--- src/acc_pkg.sv ---
// package of constants and types for the conversion control block
package acc_pkg;

    // ****************************************
    // register indices; byte address = 4 * index
    // ****************************************
    localparam logic [7:0]  ACC_IDX_RES_LO   = 8'h24;
    localparam logic [7:0]  ACC_IDX_RES_HI   = 8'h25;
    localparam logic [7:0]  ACC_IDX_CTRL     = 8'h26;
    localparam logic [7:0]  ACC_IDX_CLKSEL   = 8'h27;
    localparam logic [7:0]  ACC_IDX_IRQ_STAT = 8'h28;
    localparam logic [7:0]  ACC_IDX_IRQ_CLR  = 8'h29;
    localparam logic [7:0]  ACC_IDX_IRQ_EN   = 8'h2A;
    localparam logic [7:0]  ACC_IDX_GIE      = 8'h2B;
    localparam int          ACC_ADDR_W       = 12;

    // ****************************************
    // field positions and reset values
    // ****************************************
    localparam int          ACC_CTRL_START_BIT = 7;
    localparam int          ACC_CTRL_EOC_BIT   = 6;
    localparam int          ACC_CLKSEL_TEST_BIT = 7;
    localparam int          ACC_IRQ_DONE_BIT   = 0;
    localparam int          ACC_RES_LO_LSB_BIT = 7;
    localparam logic [7:0]  ACC_CTRL_RST       = 8'h00;
    localparam logic [7:0]  ACC_CLKSEL_RST     = 8'h00;
    localparam logic [8:0]  ACC_RESULT_RST     = 9'h000;

    // ****************************************
    // conversion clock selection and timing in conversion-clock periods
    // ****************************************
    localparam logic [1:0]  ACC_DIV2_SEL     = 2'h0;
    localparam logic [1:0]  ACC_DIV8_SEL     = 2'h1;
    localparam logic [1:0]  ACC_DIV32_SEL    = 2'h2;
    localparam logic [4:0]  ACC_DIV2_TERM    = 5'h01;
    localparam logic [4:0]  ACC_DIV8_TERM    = 5'h07;
    localparam logic [4:0]  ACC_DIV32_TERM   = 5'h1F;
    localparam logic [6:0]  ACC_SAMPLE_TAPS  = 7'h20;   // 32 periods
    localparam logic [6:0]  ACC_TOTAL_TAPS   = 7'h4C;   // 76 periods
    localparam logic [6:0]  ACC_SAR_END_TAP  = 7'h44;   // 32 + 9 bits * 4
    localparam int          ACC_RES_W        = 9;

    // ****************************************
    // carrier types
    // ****************************************
    typedef struct packed {
        logic       start;
        logic       eoc;
        logic [2:0] port_cfg;
        logic [2:0] channel_sel;
    } acc_ctrl_t;

    typedef struct packed {
        logic       psel;
        logic       penable;
        logic       pwrite;
        logic [ACC_ADDR_W-1:0] paddr;
        logic [31:0] pwdata;
    } acc_apb_req_t;

    typedef struct packed {
        logic       prdata_valid_unused;
        logic       pready;
        logic       pslverr;
        logic [31:0] prdata;
    } acc_apb_rsp_t;

    typedef struct packed {
        logic       power_en;
        logic       sample_en;
        logic [2:0] channel;
        logic [ACC_RES_W-1:0] dac_code;
        logic [7:0] port_b_analog;
    } acc_ana_t;

    typedef enum logic [0:0] {
        ACC_IDLE,
        ACC_CONV
    } acc_state_t;

endpackage

--- src/acc_tap_div.sv ---
// conversion clock tick generator dividing the system clock
`timescale 1ns/10ps
module acc_tap_div (
    // clock and reset
    input  wire logic       sys_clk,
    input  wire logic       nrst,
    // control
    input  wire logic [1:0] div_sel,
    input  wire logic       run,
    // tick out
    output logic            tap
);
    import acc_pkg::*;

    logic [4:0] cnt_q;
    logic [4:0] term;
    logic       tap_q;

    // ****************************************
    // divider terminal count
    // ****************************************
    // RULE8 only 2, 8, 32
    always_comb begin
        case (div_sel)
            ACC_DIV2_SEL:  term = ACC_DIV2_TERM;
            ACC_DIV8_SEL:  term = ACC_DIV8_TERM;
            ACC_DIV32_SEL: term = ACC_DIV32_TERM;
            default:       term = ACC_DIV32_TERM;   // undefined code runs slowest
        endcase
    end

    // counter restarts whenever no conversion runs
    always_ff @(posedge sys_clk or negedge nrst) begin
        if (!nrst) begin
            cnt_q <= 5'h00;
            tap_q <= 1'b0;
        end else if (!run) begin
            cnt_q <= 5'h00;
            tap_q <= 1'b0;
        end else if (cnt_q >= term) begin
            cnt_q <= 5'h00;
            tap_q <= 1'b1;
        end else begin
            cnt_q <= cnt_q + 5'h01;
            tap_q <= 1'b0;
        end
    end

    assign tap = tap_q;
endmodule

--- src/acc_top.sv ---
// conversion control unit with apb registers, sequencer and interrupt
//
// Functional notes
// RULE1 - software may poll the end flag until it reads zero, then read result
// RULE2 - a finished conversion raises a maskable interrupt
// RULE3 - clock-select value one picks system clock divided by eight
// RULE4 - control value 0x20 makes four port-b lines analog, channel zero selected
// RULE5 - software pulses start low-high-low soon after changing port configuration
// RULE6 - software reads the high result byte, then the low byte
// RULE7 - interrupt mode: clear request flag, then enable unit and global interrupt
// RULE8 - conversion clock is system clock divided by 2, 8 or 32 only
// RULE9 - sampling lasts 32 conversion periods, whole conversion 76 periods
// RULE10 - service routine may restart conversion right after reading result
// RULE11 - start rising resets converter and sets end flag; falling begins conversion
// RULE12 - completion clears end flag, sets request flag; irq only when enabled
// RULE13 - result upper eight bits in high byte, lsb in low byte bit 7
// RULE14 - channel field selects input in binary; port field zero powers off
// RULE15 - result bytes stay stable from completion until next start
//
// Design decisions made here: the register addresses and the APB interface to the registers.
`timescale 1ns/10ps
module acc_top (
    // clock and reset
    input  wire logic                 sys_clk,
    input  wire logic                 nrst,
    // apb slave
    input  wire acc_pkg::acc_apb_req_t apb_req,
    output acc_pkg::acc_apb_rsp_t      apb_rsp,
    // analog front end
    input  wire logic                 cmp_above,
    output acc_pkg::acc_ana_t          ana,
    // interrupt
    output logic                      irq
);
    import acc_pkg::*;

    acc_ctrl_t              ctrl_q;
    logic [7:0]             clksel_q;
    logic [ACC_RES_W-1:0]   result_q;
    logic                   irq_stat_q;
    logic                   irq_en_q;
    logic                   gie_q;
    logic                   start_prev_q;
    acc_state_t             state_q;
    logic [6:0]             tap_cnt_q;
    logic [ACC_RES_W-1:0]   sar_q;
    acc_apb_rsp_t           rsp_q;
    acc_ana_t               ana_q;
    logic                   irq_q;
    logic                   tap;
    logic                   wr_en;
    logic                   start_rise;
    logic                   start_fall;
    logic                   powered;
    logic                   done;
    logic [3:0]             bit_k;
    logic [31:0]            rd_data;
    logic                   rd_hit;

    // ****************************************
    // address decode
    // ****************************************
    function automatic logic reg_hit(input logic [ACC_ADDR_W-1:0] addr, input logic [7:0] idx);
        reg_hit = (addr == {2'b00, idx, 2'b00});
    endfunction

    // port-b analog mask: the lowest n lines for configuration n, all eight for seven
    function automatic logic [7:0] port_mask(input logic [2:0] cfg);
        logic [7:0] m;
        m = 8'h00;
        case (cfg)
            3'h0:    m = 8'h00;
            3'h1:    m = 8'h01;
            3'h2:    m = 8'h03;
            3'h3:    m = 8'h07;
            3'h4:    m = 8'h0F;
            3'h5:    m = 8'h1F;
            3'h6:    m = 8'h3F;
            default: m = 8'hFF;
        endcase
        port_mask = m;
    endfunction

    // write takes effect in the access phase, which always ends in one cycle
    assign wr_en = apb_req.psel & apb_req.penable & apb_req.pwrite & rsp_q.pready;

    // ****************************************
    // read mux
    // ****************************************
    always_comb begin
        rd_data = 32'h0000_0000;
        rd_hit  = 1'b1;
        // RULE13 result byte layout
        if (reg_hit(apb_req.paddr, ACC_IDX_RES_LO)) begin
            rd_data[ACC_RES_LO_LSB_BIT] = result_q[0];
        end else if (reg_hit(apb_req.paddr, ACC_IDX_RES_HI)) begin
            rd_data[7:0] = result_q[8:1];
        end else if (reg_hit(apb_req.paddr, ACC_IDX_CTRL)) begin
            rd_data[7:0] = ctrl_q;
        end else if (reg_hit(apb_req.paddr, ACC_IDX_CLKSEL)) begin
            rd_data[7:0] = {clksel_q[ACC_CLKSEL_TEST_BIT], 5'h00, clksel_q[1:0]};
        end else if (reg_hit(apb_req.paddr, ACC_IDX_IRQ_STAT)) begin
            rd_data[ACC_IRQ_DONE_BIT] = irq_stat_q;
        end else if (reg_hit(apb_req.paddr, ACC_IDX_IRQ_CLR)) begin
            rd_data = 32'h0000_0000;   // write-only, reads zero
        end else if (reg_hit(apb_req.paddr, ACC_IDX_IRQ_EN)) begin
            rd_data[ACC_IRQ_DONE_BIT] = irq_en_q;
        end else if (reg_hit(apb_req.paddr, ACC_IDX_GIE)) begin
            rd_data[0] = gie_q;
        end else begin
            rd_hit = 1'b0;
        end
    end

    // ****************************************
    // apb response, registered in the setup cycle
    // ****************************************
    always_ff @(posedge sys_clk or negedge nrst) begin
        if (!nrst) begin
            rsp_q <= '0;
        end else begin
            rsp_q.prdata_valid_unused <= 1'b0;
            rsp_q.pready  <= apb_req.psel & ~apb_req.penable;
            rsp_q.pslverr <= apb_req.psel & ~apb_req.penable & ~rd_hit;
            rsp_q.prdata  <= (apb_req.psel & ~apb_req.penable & ~apb_req.pwrite) ? rd_data : 32'h0000_0000;
        end
    end

    // ****************************************
    // software-written configuration
    // ****************************************
    // RULE3 RULE4 RULE14 config writes
    always_ff @(posedge sys_clk or negedge nrst) begin
        if (!nrst) begin
            ctrl_q.start       <= ACC_CTRL_RST[ACC_CTRL_START_BIT];
            ctrl_q.eoc         <= ACC_CTRL_RST[ACC_CTRL_EOC_BIT];
            ctrl_q.port_cfg    <= ACC_CTRL_RST[5:3];
            ctrl_q.channel_sel <= ACC_CTRL_RST[2:0];
            clksel_q           <= ACC_CLKSEL_RST;
            irq_en_q           <= 1'b0;
            gie_q              <= 1'b0;
        end else begin
            if (wr_en) begin
                if (reg_hit(apb_req.paddr, ACC_IDX_CTRL)) begin
                    ctrl_q.start       <= apb_req.pwdata[ACC_CTRL_START_BIT];
                    ctrl_q.port_cfg    <= apb_req.pwdata[5:3];
                    ctrl_q.channel_sel <= apb_req.pwdata[2:0];
                end
                if (reg_hit(apb_req.paddr, ACC_IDX_CLKSEL)) begin
                    clksel_q <= {apb_req.pwdata[ACC_CLKSEL_TEST_BIT], 5'h00, apb_req.pwdata[1:0]};
                end
                if (reg_hit(apb_req.paddr, ACC_IDX_IRQ_EN)) begin
                    irq_en_q <= apb_req.pwdata[ACC_IRQ_DONE_BIT];
                end
                if (reg_hit(apb_req.paddr, ACC_IDX_GIE)) begin
                    gie_q <= apb_req.pwdata[0];
                end
            end
            // RULE11 RULE12 end flag, one driver with the rest of the control byte
            if (start_rise) begin
                ctrl_q.eoc <= 1'b1;
            end else if (done && powered && !start_fall) begin
                ctrl_q.eoc <= 1'b0;
            end
        end
    end

    // ****************************************
    // start edge detection and power
    // ****************************************
    assign start_rise = ctrl_q.start & ~start_prev_q;
    assign start_fall = ~ctrl_q.start & start_prev_q;
    assign powered    = (ctrl_q.port_cfg != 3'h0);
    assign done       = (state_q == ACC_CONV) & tap & (tap_cnt_q == ACC_TOTAL_TAPS - 7'h01);
    assign bit_k      = 4'((tap_cnt_q - ACC_SAMPLE_TAPS) >> 2);

    always_ff @(posedge sys_clk or negedge nrst) begin
        if (!nrst) begin
            start_prev_q <= 1'b0;
        end else begin
            start_prev_q <= ctrl_q.start;
        end
    end

    // conversion clock ticks
    acc_tap_div u_tap_div (
        .sys_clk (sys_clk),
        .nrst    (nrst),
        .div_sel (clksel_q[1:0]),
        .run     (state_q == ACC_CONV),
        .tap     (tap)
    );

    // ****************************************
    // conversion sequencer
    // ****************************************
    // RULE11 start edges
    always_ff @(posedge sys_clk or negedge nrst) begin
        if (!nrst) begin
            state_q   <= ACC_IDLE;
            tap_cnt_q <= 7'h00;
            sar_q     <= ACC_RESULT_RST;
        end else if (start_rise || !powered) begin
            state_q   <= ACC_IDLE;             // reset converter, off when unpowered
            tap_cnt_q <= 7'h00;
            sar_q     <= ACC_RESULT_RST;
        end else if (start_fall) begin
            state_q   <= ACC_CONV;
            tap_cnt_q <= 7'h00;
            sar_q     <= ACC_RESULT_RST;
        end else begin
            case (state_q)
                ACC_IDLE: begin
                    tap_cnt_q <= 7'h00;
                end
                ACC_CONV: begin
                    if (tap) begin
                        // RULE9 32 sample, 76 total
                        if (done) begin
                            state_q <= ACC_IDLE;
                        end
                        tap_cnt_q <= tap_cnt_q + 7'h01;
                        if (tap_cnt_q >= ACC_SAMPLE_TAPS && tap_cnt_q < ACC_SAR_END_TAP) begin
                            if (tap_cnt_q[1:0] == 2'h0) begin
                                sar_q[4'd8 - bit_k] <= 1'b1;   // trial bit
                            end else if (tap_cnt_q[1:0] == 2'h3 && !cmp_above) begin
                                sar_q[4'd8 - bit_k] <= 1'b0;   // input below trial
                            end
                        end
                    end
                end
                default: begin
                    state_q <= ACC_IDLE;
                end
            endcase
        end
    end

    // ****************************************
    // conversion result
    // ****************************************
    // RULE12 RULE15 result latch, held until the next completion
    always_ff @(posedge sys_clk or negedge nrst) begin
        if (!nrst) begin
            result_q <= ACC_RESULT_RST;
        end else if (done && powered && !start_rise && !start_fall) begin
            result_q <= sar_q;
        end
    end

    // ****************************************
    // interrupt status, clear and output
    // ****************************************
    // RULE2 RULE12 sticky flag, set wins
    always_ff @(posedge sys_clk or negedge nrst) begin
        if (!nrst) begin
            irq_stat_q <= 1'b0;
            irq_q      <= 1'b0;
        end else begin
            if (done && powered && !start_rise && !start_fall) begin
                irq_stat_q <= 1'b1;
            end else if (wr_en && reg_hit(apb_req.paddr, ACC_IDX_IRQ_CLR) && apb_req.pwdata[ACC_IRQ_DONE_BIT]) begin
                irq_stat_q <= 1'b0;
            end
            irq_q <= irq_stat_q & irq_en_q & gie_q;
        end
    end

    // ****************************************
    // analog front-end controls
    // ****************************************
    // RULE14 channel and power
    always_ff @(posedge sys_clk or negedge nrst) begin
        if (!nrst) begin
            ana_q <= '0;
        end else begin
            ana_q.power_en      <= powered;
            ana_q.sample_en     <= (state_q == ACC_CONV) && (tap_cnt_q < ACC_SAMPLE_TAPS);
            ana_q.channel       <= ctrl_q.channel_sel;
            ana_q.dac_code      <= sar_q;
            ana_q.port_b_analog <= port_mask(ctrl_q.port_cfg);
        end
    end

    assign apb_rsp = rsp_q;
    assign ana     = ana_q;
    assign irq     = irq_q;
endmodule

--- config.mk ---
export PLATFORM = sky130hd
export DESIGN_NAME = acc_top
export DESIGN_NICKNAME = d
export VERILOG_FILES = /design/src/acc_pkg.sv /design/src/acc_tap_div.sv /design/src/acc_top.sv
export SDC_FILE = /design/constraint.sdc
export NUM_CORES = 1
export LEC_CHECK = 0
export BUFFER_PORTS_ARGS = -buffer_cell sky130_fd_sc_hd__buf_2
export CORE_MARGIN = 8
export CORE_UTILIZATION = 55
export CTS_CLUSTER_SIZE = 8
export DETAILED_ROUTE_END_ITERATION = 7
export HOLD_SLACK_MARGIN = 0.05
export PLACE_DENSITY = 0.85
export SYNTH_ARGS = -nofsm -noshare
export SYNTH_HDL_FRONTEND = slang
export SYNTH_SLANG_ARGS = --single-unit
--- constraint.sdc ---
create_clock -name sys_clk -period 2.7 [get_ports sys_clk]
set_input_delay 0.27 -clock sys_clk [delete_from_list [all_inputs] [get_ports sys_clk]]
set_output_delay 0.27 -clock sys_clk [all_outputs]
set_load 0.02 [all_outputs]
-- Word level (Yosys, flattened, before mapping)
Cells that the tools add are included.
- input bits: 50
- flip-flop bits (word level): 80
- logic and storage cells: 149
- output and inout bits: 58
- reductions and logical operators: 30
- equality and inequality tests: 18
- bitwise logic cells: 21
- $lt $le $gt $ge: 6
- $add $sub $neg: 4
- muxes and demuxes: 46
- operators by type and width (kind ; number):
    $eq 12x8->1 const B ; 8
    $mux 9 ; 7
    $pmux 8 s7 ; 1
    $mux 8 ; 4
    $mux 7 ; 4
    $mux 1 ; 25
    $pmux 7 s2 ; 1
    $and 1x1->1 ; 12
    $reduce_bool 3->1 ; 4
    $logic_and 1x1->1 ; 10
    $mux 5 ; 2
    $pmux 5 s2 ; 1
    $and 9x9->9 ; 1
    $eq 3x3->1 const B ; 3
    $not 9->9 ; 1
    $or 9x9->9 ; 1
    $reduce_and 2->1 ; 4
    $add 7x1->7 const B ; 1
    $eq 7x7->1 const B ; 1
    $ge 7x6->1 const B ; 1
    $lt 7x6->1 const B ; 1
    $lt 7x7->1 const B ; 1
    $eq 3x2->1 const B ; 2
    $not 1->1 ; 6
    18 further kinds ; 23

-- Depth between registers and ports, before layout
- word-level depth: 15
- gate-level depth with buffers: 6
- gate-level depth less buffers: 6

-- By module
Synthesis repeated with hierarchy kept, for this count alone.
- cells, all modules: 289
- area total of the unflattened synthesis: 3527.1 sq um
- by module, submodules not included (module ; area each (sq um) ; cells an instance ; sequential area each (sq um) ; instances):
    acc_top ; 3194.3 ; 259 ; 1826.8 ; 1
    acc_tap_div ; 332.8 ; 30 ; 150.1 ; 1

-- Least setup slack after synthesis
OpenSTA, ideal clock, no wires.
- kind: reg2reg
- from: reg tap_cnt_q[4]
- to: reg result_q[0]
- arrival: 1651 ps
- data required time: 2575 ps
- setup slack: 924 ps
- buffers on the path: 2
- period minus slack after synthesis: 1776 ps
- setup time: 125 ps
- stages on the path, launching flop included: 7
- cell sequence: dfrtp_1 > clkbuf_1 > nor3b_1 > nand4_1 > nor2_1 > buf_2 > mux2_2
- cells in the longest elaborated chain, start to end: 5
- ends and longest elaborated chain (what ; RTL line ; text):
    start, declared ; acc_top.sv:45 ; logic [6:0] tap_cnt_q;
    start signal, assigned ; acc_top.sv:222 ; tap_cnt_q <= tap_cnt_q + 7'h01;
    $eq 7x7->1 ; acc_top.sv:174 ; assign done = (state_q == ACC_CONV) & tap & (tap_cnt_q == ACC_TOTAL_TAPS - 7'h01);
    $and 1x1->1 ; acc_top.sv:174 ;
    $logic_and 1x1->1 (3 in series) ; acc_top.sv:246 ; end else if (done && powered && !start_rise && !start_fall) begin
    end signal, assigned ; acc_top.sv:247 ; result_q <= sar_q;
    end, declared ; acc_top.sv:39 ; logic [ACC_RES_W-1:0] result_q;
Every way passes these cells.
A chain may end at the register's enable or synchronous reset.

-- Worst setup path after layout
- from: reg tap_cnt_q[4]
- to: reg result_q[8]
The elaborated chain is that of the path after synthesis.

==> reports/results.tsv <==
metric	value	unit
hold_class	in2async	
powerDensity	591	mW/mm²
worst_slew_pin_slew	0.925	ns
setup_tns	0	ns
yosys.area.top_type	dfrtp_1	
setup_viol	0	
grt_use_total	0.159	
place.gp.congestion	0.827	
cp.required	2.93	ns
syn_avg_cell_area	12.2	µm²
post-route-drc-count	0	
antenna_left	0	
ios	108	
synth_edf_count	0	
num_rows	29	
async_flop_share	1.00	
synth_cell_type_count	49	
clkLatencyLatePin	0.35	ns
finalInstanceArea	0.00399	mm²
root_buffer	clkbuf_8	
area_delta_synth_final	14.1	%
relSlewSlack	0.383	
fp.dieW	95.8	µm
n_fill_cell	451	
clock.fmax	533	MHz
io_buffers	57	
status	completed	
vias	2262	
initial_utilization	0.561	
synth.area.top_cells	dfrtp_1 (57%), buf_4 (5.6%), mux2_2 (3.9%), mux2_4 (3.0%), ha_1 (2.5%)	
cts_max_level	3	
finalHoldViolations	0	
cts_tree	done	
gr-total-overflow	0	
netlist_area	0.00350	mm²
dpl.hpwl	4990	µm
rsz0062_at_grt	false	
num_antenna_cells	0	
power	2360	µW
antenna_found_initial	0	
die-area	0.00917	mm²
holdWs	0.0650	ns
ir_drop	0.381	mV
critPathKind	reg2reg	
crit_path_end_kind	flip-flop	
synth_most_common_cell	dfrtp_1	
finalCritPeriodShare	0.695	
layout.nets	399	
cp_cell_sequence	nor3b_1 -> nand4_1 -> nor2_1 -> buf_4 -> mux2_2	
clockBufferDepth	2	
hold_buffers	0	
post_cts_buffers	0	
final_core_util	0.640	
synth_seq_cells	79	
cts_buffers	9	
p_leak	0.00207	µW
drt-vias-per-instance	5.33	
crit_arrival	2.11	ns
grt_first_pass_wirelength	11000	µm
routedWlPerCell	16.2	µm
initialDrtViolationCount	91	
ys.flop_type	dfrtp_1	
slowest_stage	dfrtp_1	
synth_top_area_share	0.565	
grt_max_degree	80	
synthCells	287	
seq_area_frac_synth	0.565	
place_area	0.00374	mm²
finalCriticalPeriod	1.88	ns
critPathMaxFanout	11	
yosys_warnings	0	
worst_setup_path_start_kind	flip-flop	
core	0.00624	mm²
drive_gt1_frac	0.297	
critical-path-max-stage-delay	0.49	ns
finalMaxSlewViolations	0	
grt_pass1_vias	2341	
cts.clk_slew.worst_paths	0.08	ns
clock_sinks	79	
finClkSkew	0.00727	ns
cts_resized	0	
drtPass1Iterations	4	
cap_viol_max_count	0	
synth_common_cells	dfrtp_1 (79), buf_4 (26), nor2_1 (21), mux2_2 (12)	
wl	6880	µm
dieHeight	95.8	µm
[report_power, final]
| group | total, µW | leakage [µW] | internal (µW) | switching [µW] |
|---|---|---|---|---|
| sequential | 1180 | 0.00110 | 1180 | 0.687 |
| clock | 1080 | 0.000130 | 664 | 413 |
| combinational | 96.4 | 0.000841 | 20.3 | 76.1 |
[flip-flops by register name, indices dropped and copies added (netlist names), 3 cells and up]
| register | count |
|---|---|
| tap_cnt_q | 7 |
| apb_rsp | 10 |
| clksel_q | 3 |
| u_tap_div.cnt_q | 5 |
| ana | 21 |
| ctrl_q | 8 |
| sar_q | 9 |
| result_q | 9 |
[cells by family (layout without fill, tap and decap cells)]
logic type / Yosys count / count (layout) / synth area share
buf+inv: 45 / 81 / 0.0773
other cells: 1 / 25 / 0.00107
mux: 27 / 27 / 0.0969
simple gates: 78 / 78 / 0.132
xor+xnor: 7 / 7 / 0.0175
compound gates: 43 / 43 / 0.0848
fa+ha+maj: 7 / 7 / 0.0250
flops: 79 / 79 / 0.565
[layout make-up]
cell class,instances,area [µm²],share of cell area
sequential,79,1980,0.495
inverter,7,26.3,0.00658
clock buffer,11,151,0.0379
tap,77,96.3,0.0241
clock inverter,5,104,0.0260
timing repair buffer,58,295,0.0740
multi-input combinational,187,1340,0.336
[placed cells by master, fill, tap and decap left out, drive strengths merged, types with 3 or more instances in the layout]
cell type,synthesis,final
dfrtp,79,79
buf,29,58
conb,1,25
mux2,24,24
nor2,21,21
clkbuf,9,11
nand2,10,10
o21ai,9,9
a22oi,8,8
inv,7,7
ha,7,7
nand2b,6,6
nor2b,6,6
nand3,6,6
nand4,6,6
and3,5,5
xor2,5,5
or3,4,4
o311ai,4,4
o211ai,4,4
nor4,4,4
a21o,3,3
o21a,3,3
a21oi,3,3
o31ai,3,3
bufinv,0,3
[per-stage QoR]
step,std cells,setup slack [ns]
after floorplan,311,0.924
after global placement,408,0.722
after detailed placement,408,0.692
after CTS,424,0.819
after global routing,424,0.669
final,424,0.823
[worst paths after layout]
path	start	endpoint	slack (ns)	cells past startpoint
setup / recovery	tap_cnt_q[4]	result_q[8]	0.82	5
hold / removal	nrst	ana[0]	0.06	1
setup reg to reg	tap_cnt_q[4]	result_q[8]	0.82	5
hold reg to reg	sar_q[5]	ana[13]	0.39	0
max in group asynchronous	nrst	tap_cnt_q[0]	2.05	1
min in group sys_clk	apb_req[4]	ctrl_q[4]	0.15	2
[worst max-delay path: cells and delay by family (launching register included)]
kind / cells / cell delay (ns)
muxes: 1 / 0.36
DFF: 1 / 0.49
buffers and inverters: 1 / 0.21
and+or+nand+nor: 3 / 0.70
[metal layers]
| layer | track usage | share of wire | vias up |
|---|---|---|---|
| li1 | - | - | 1068 |
| met1 | 0.178 | 0.38 | 1090 |
| met2 | 0.269 | 0.51 | 93 |
| met3 | 0.0562 | 0.089 | 11 |
| met4 | 0.0691 | 0.019 | 0 |
| met5 | 0 | 0 | - |
Note: power is estimated with default switching activity, not from simulation.
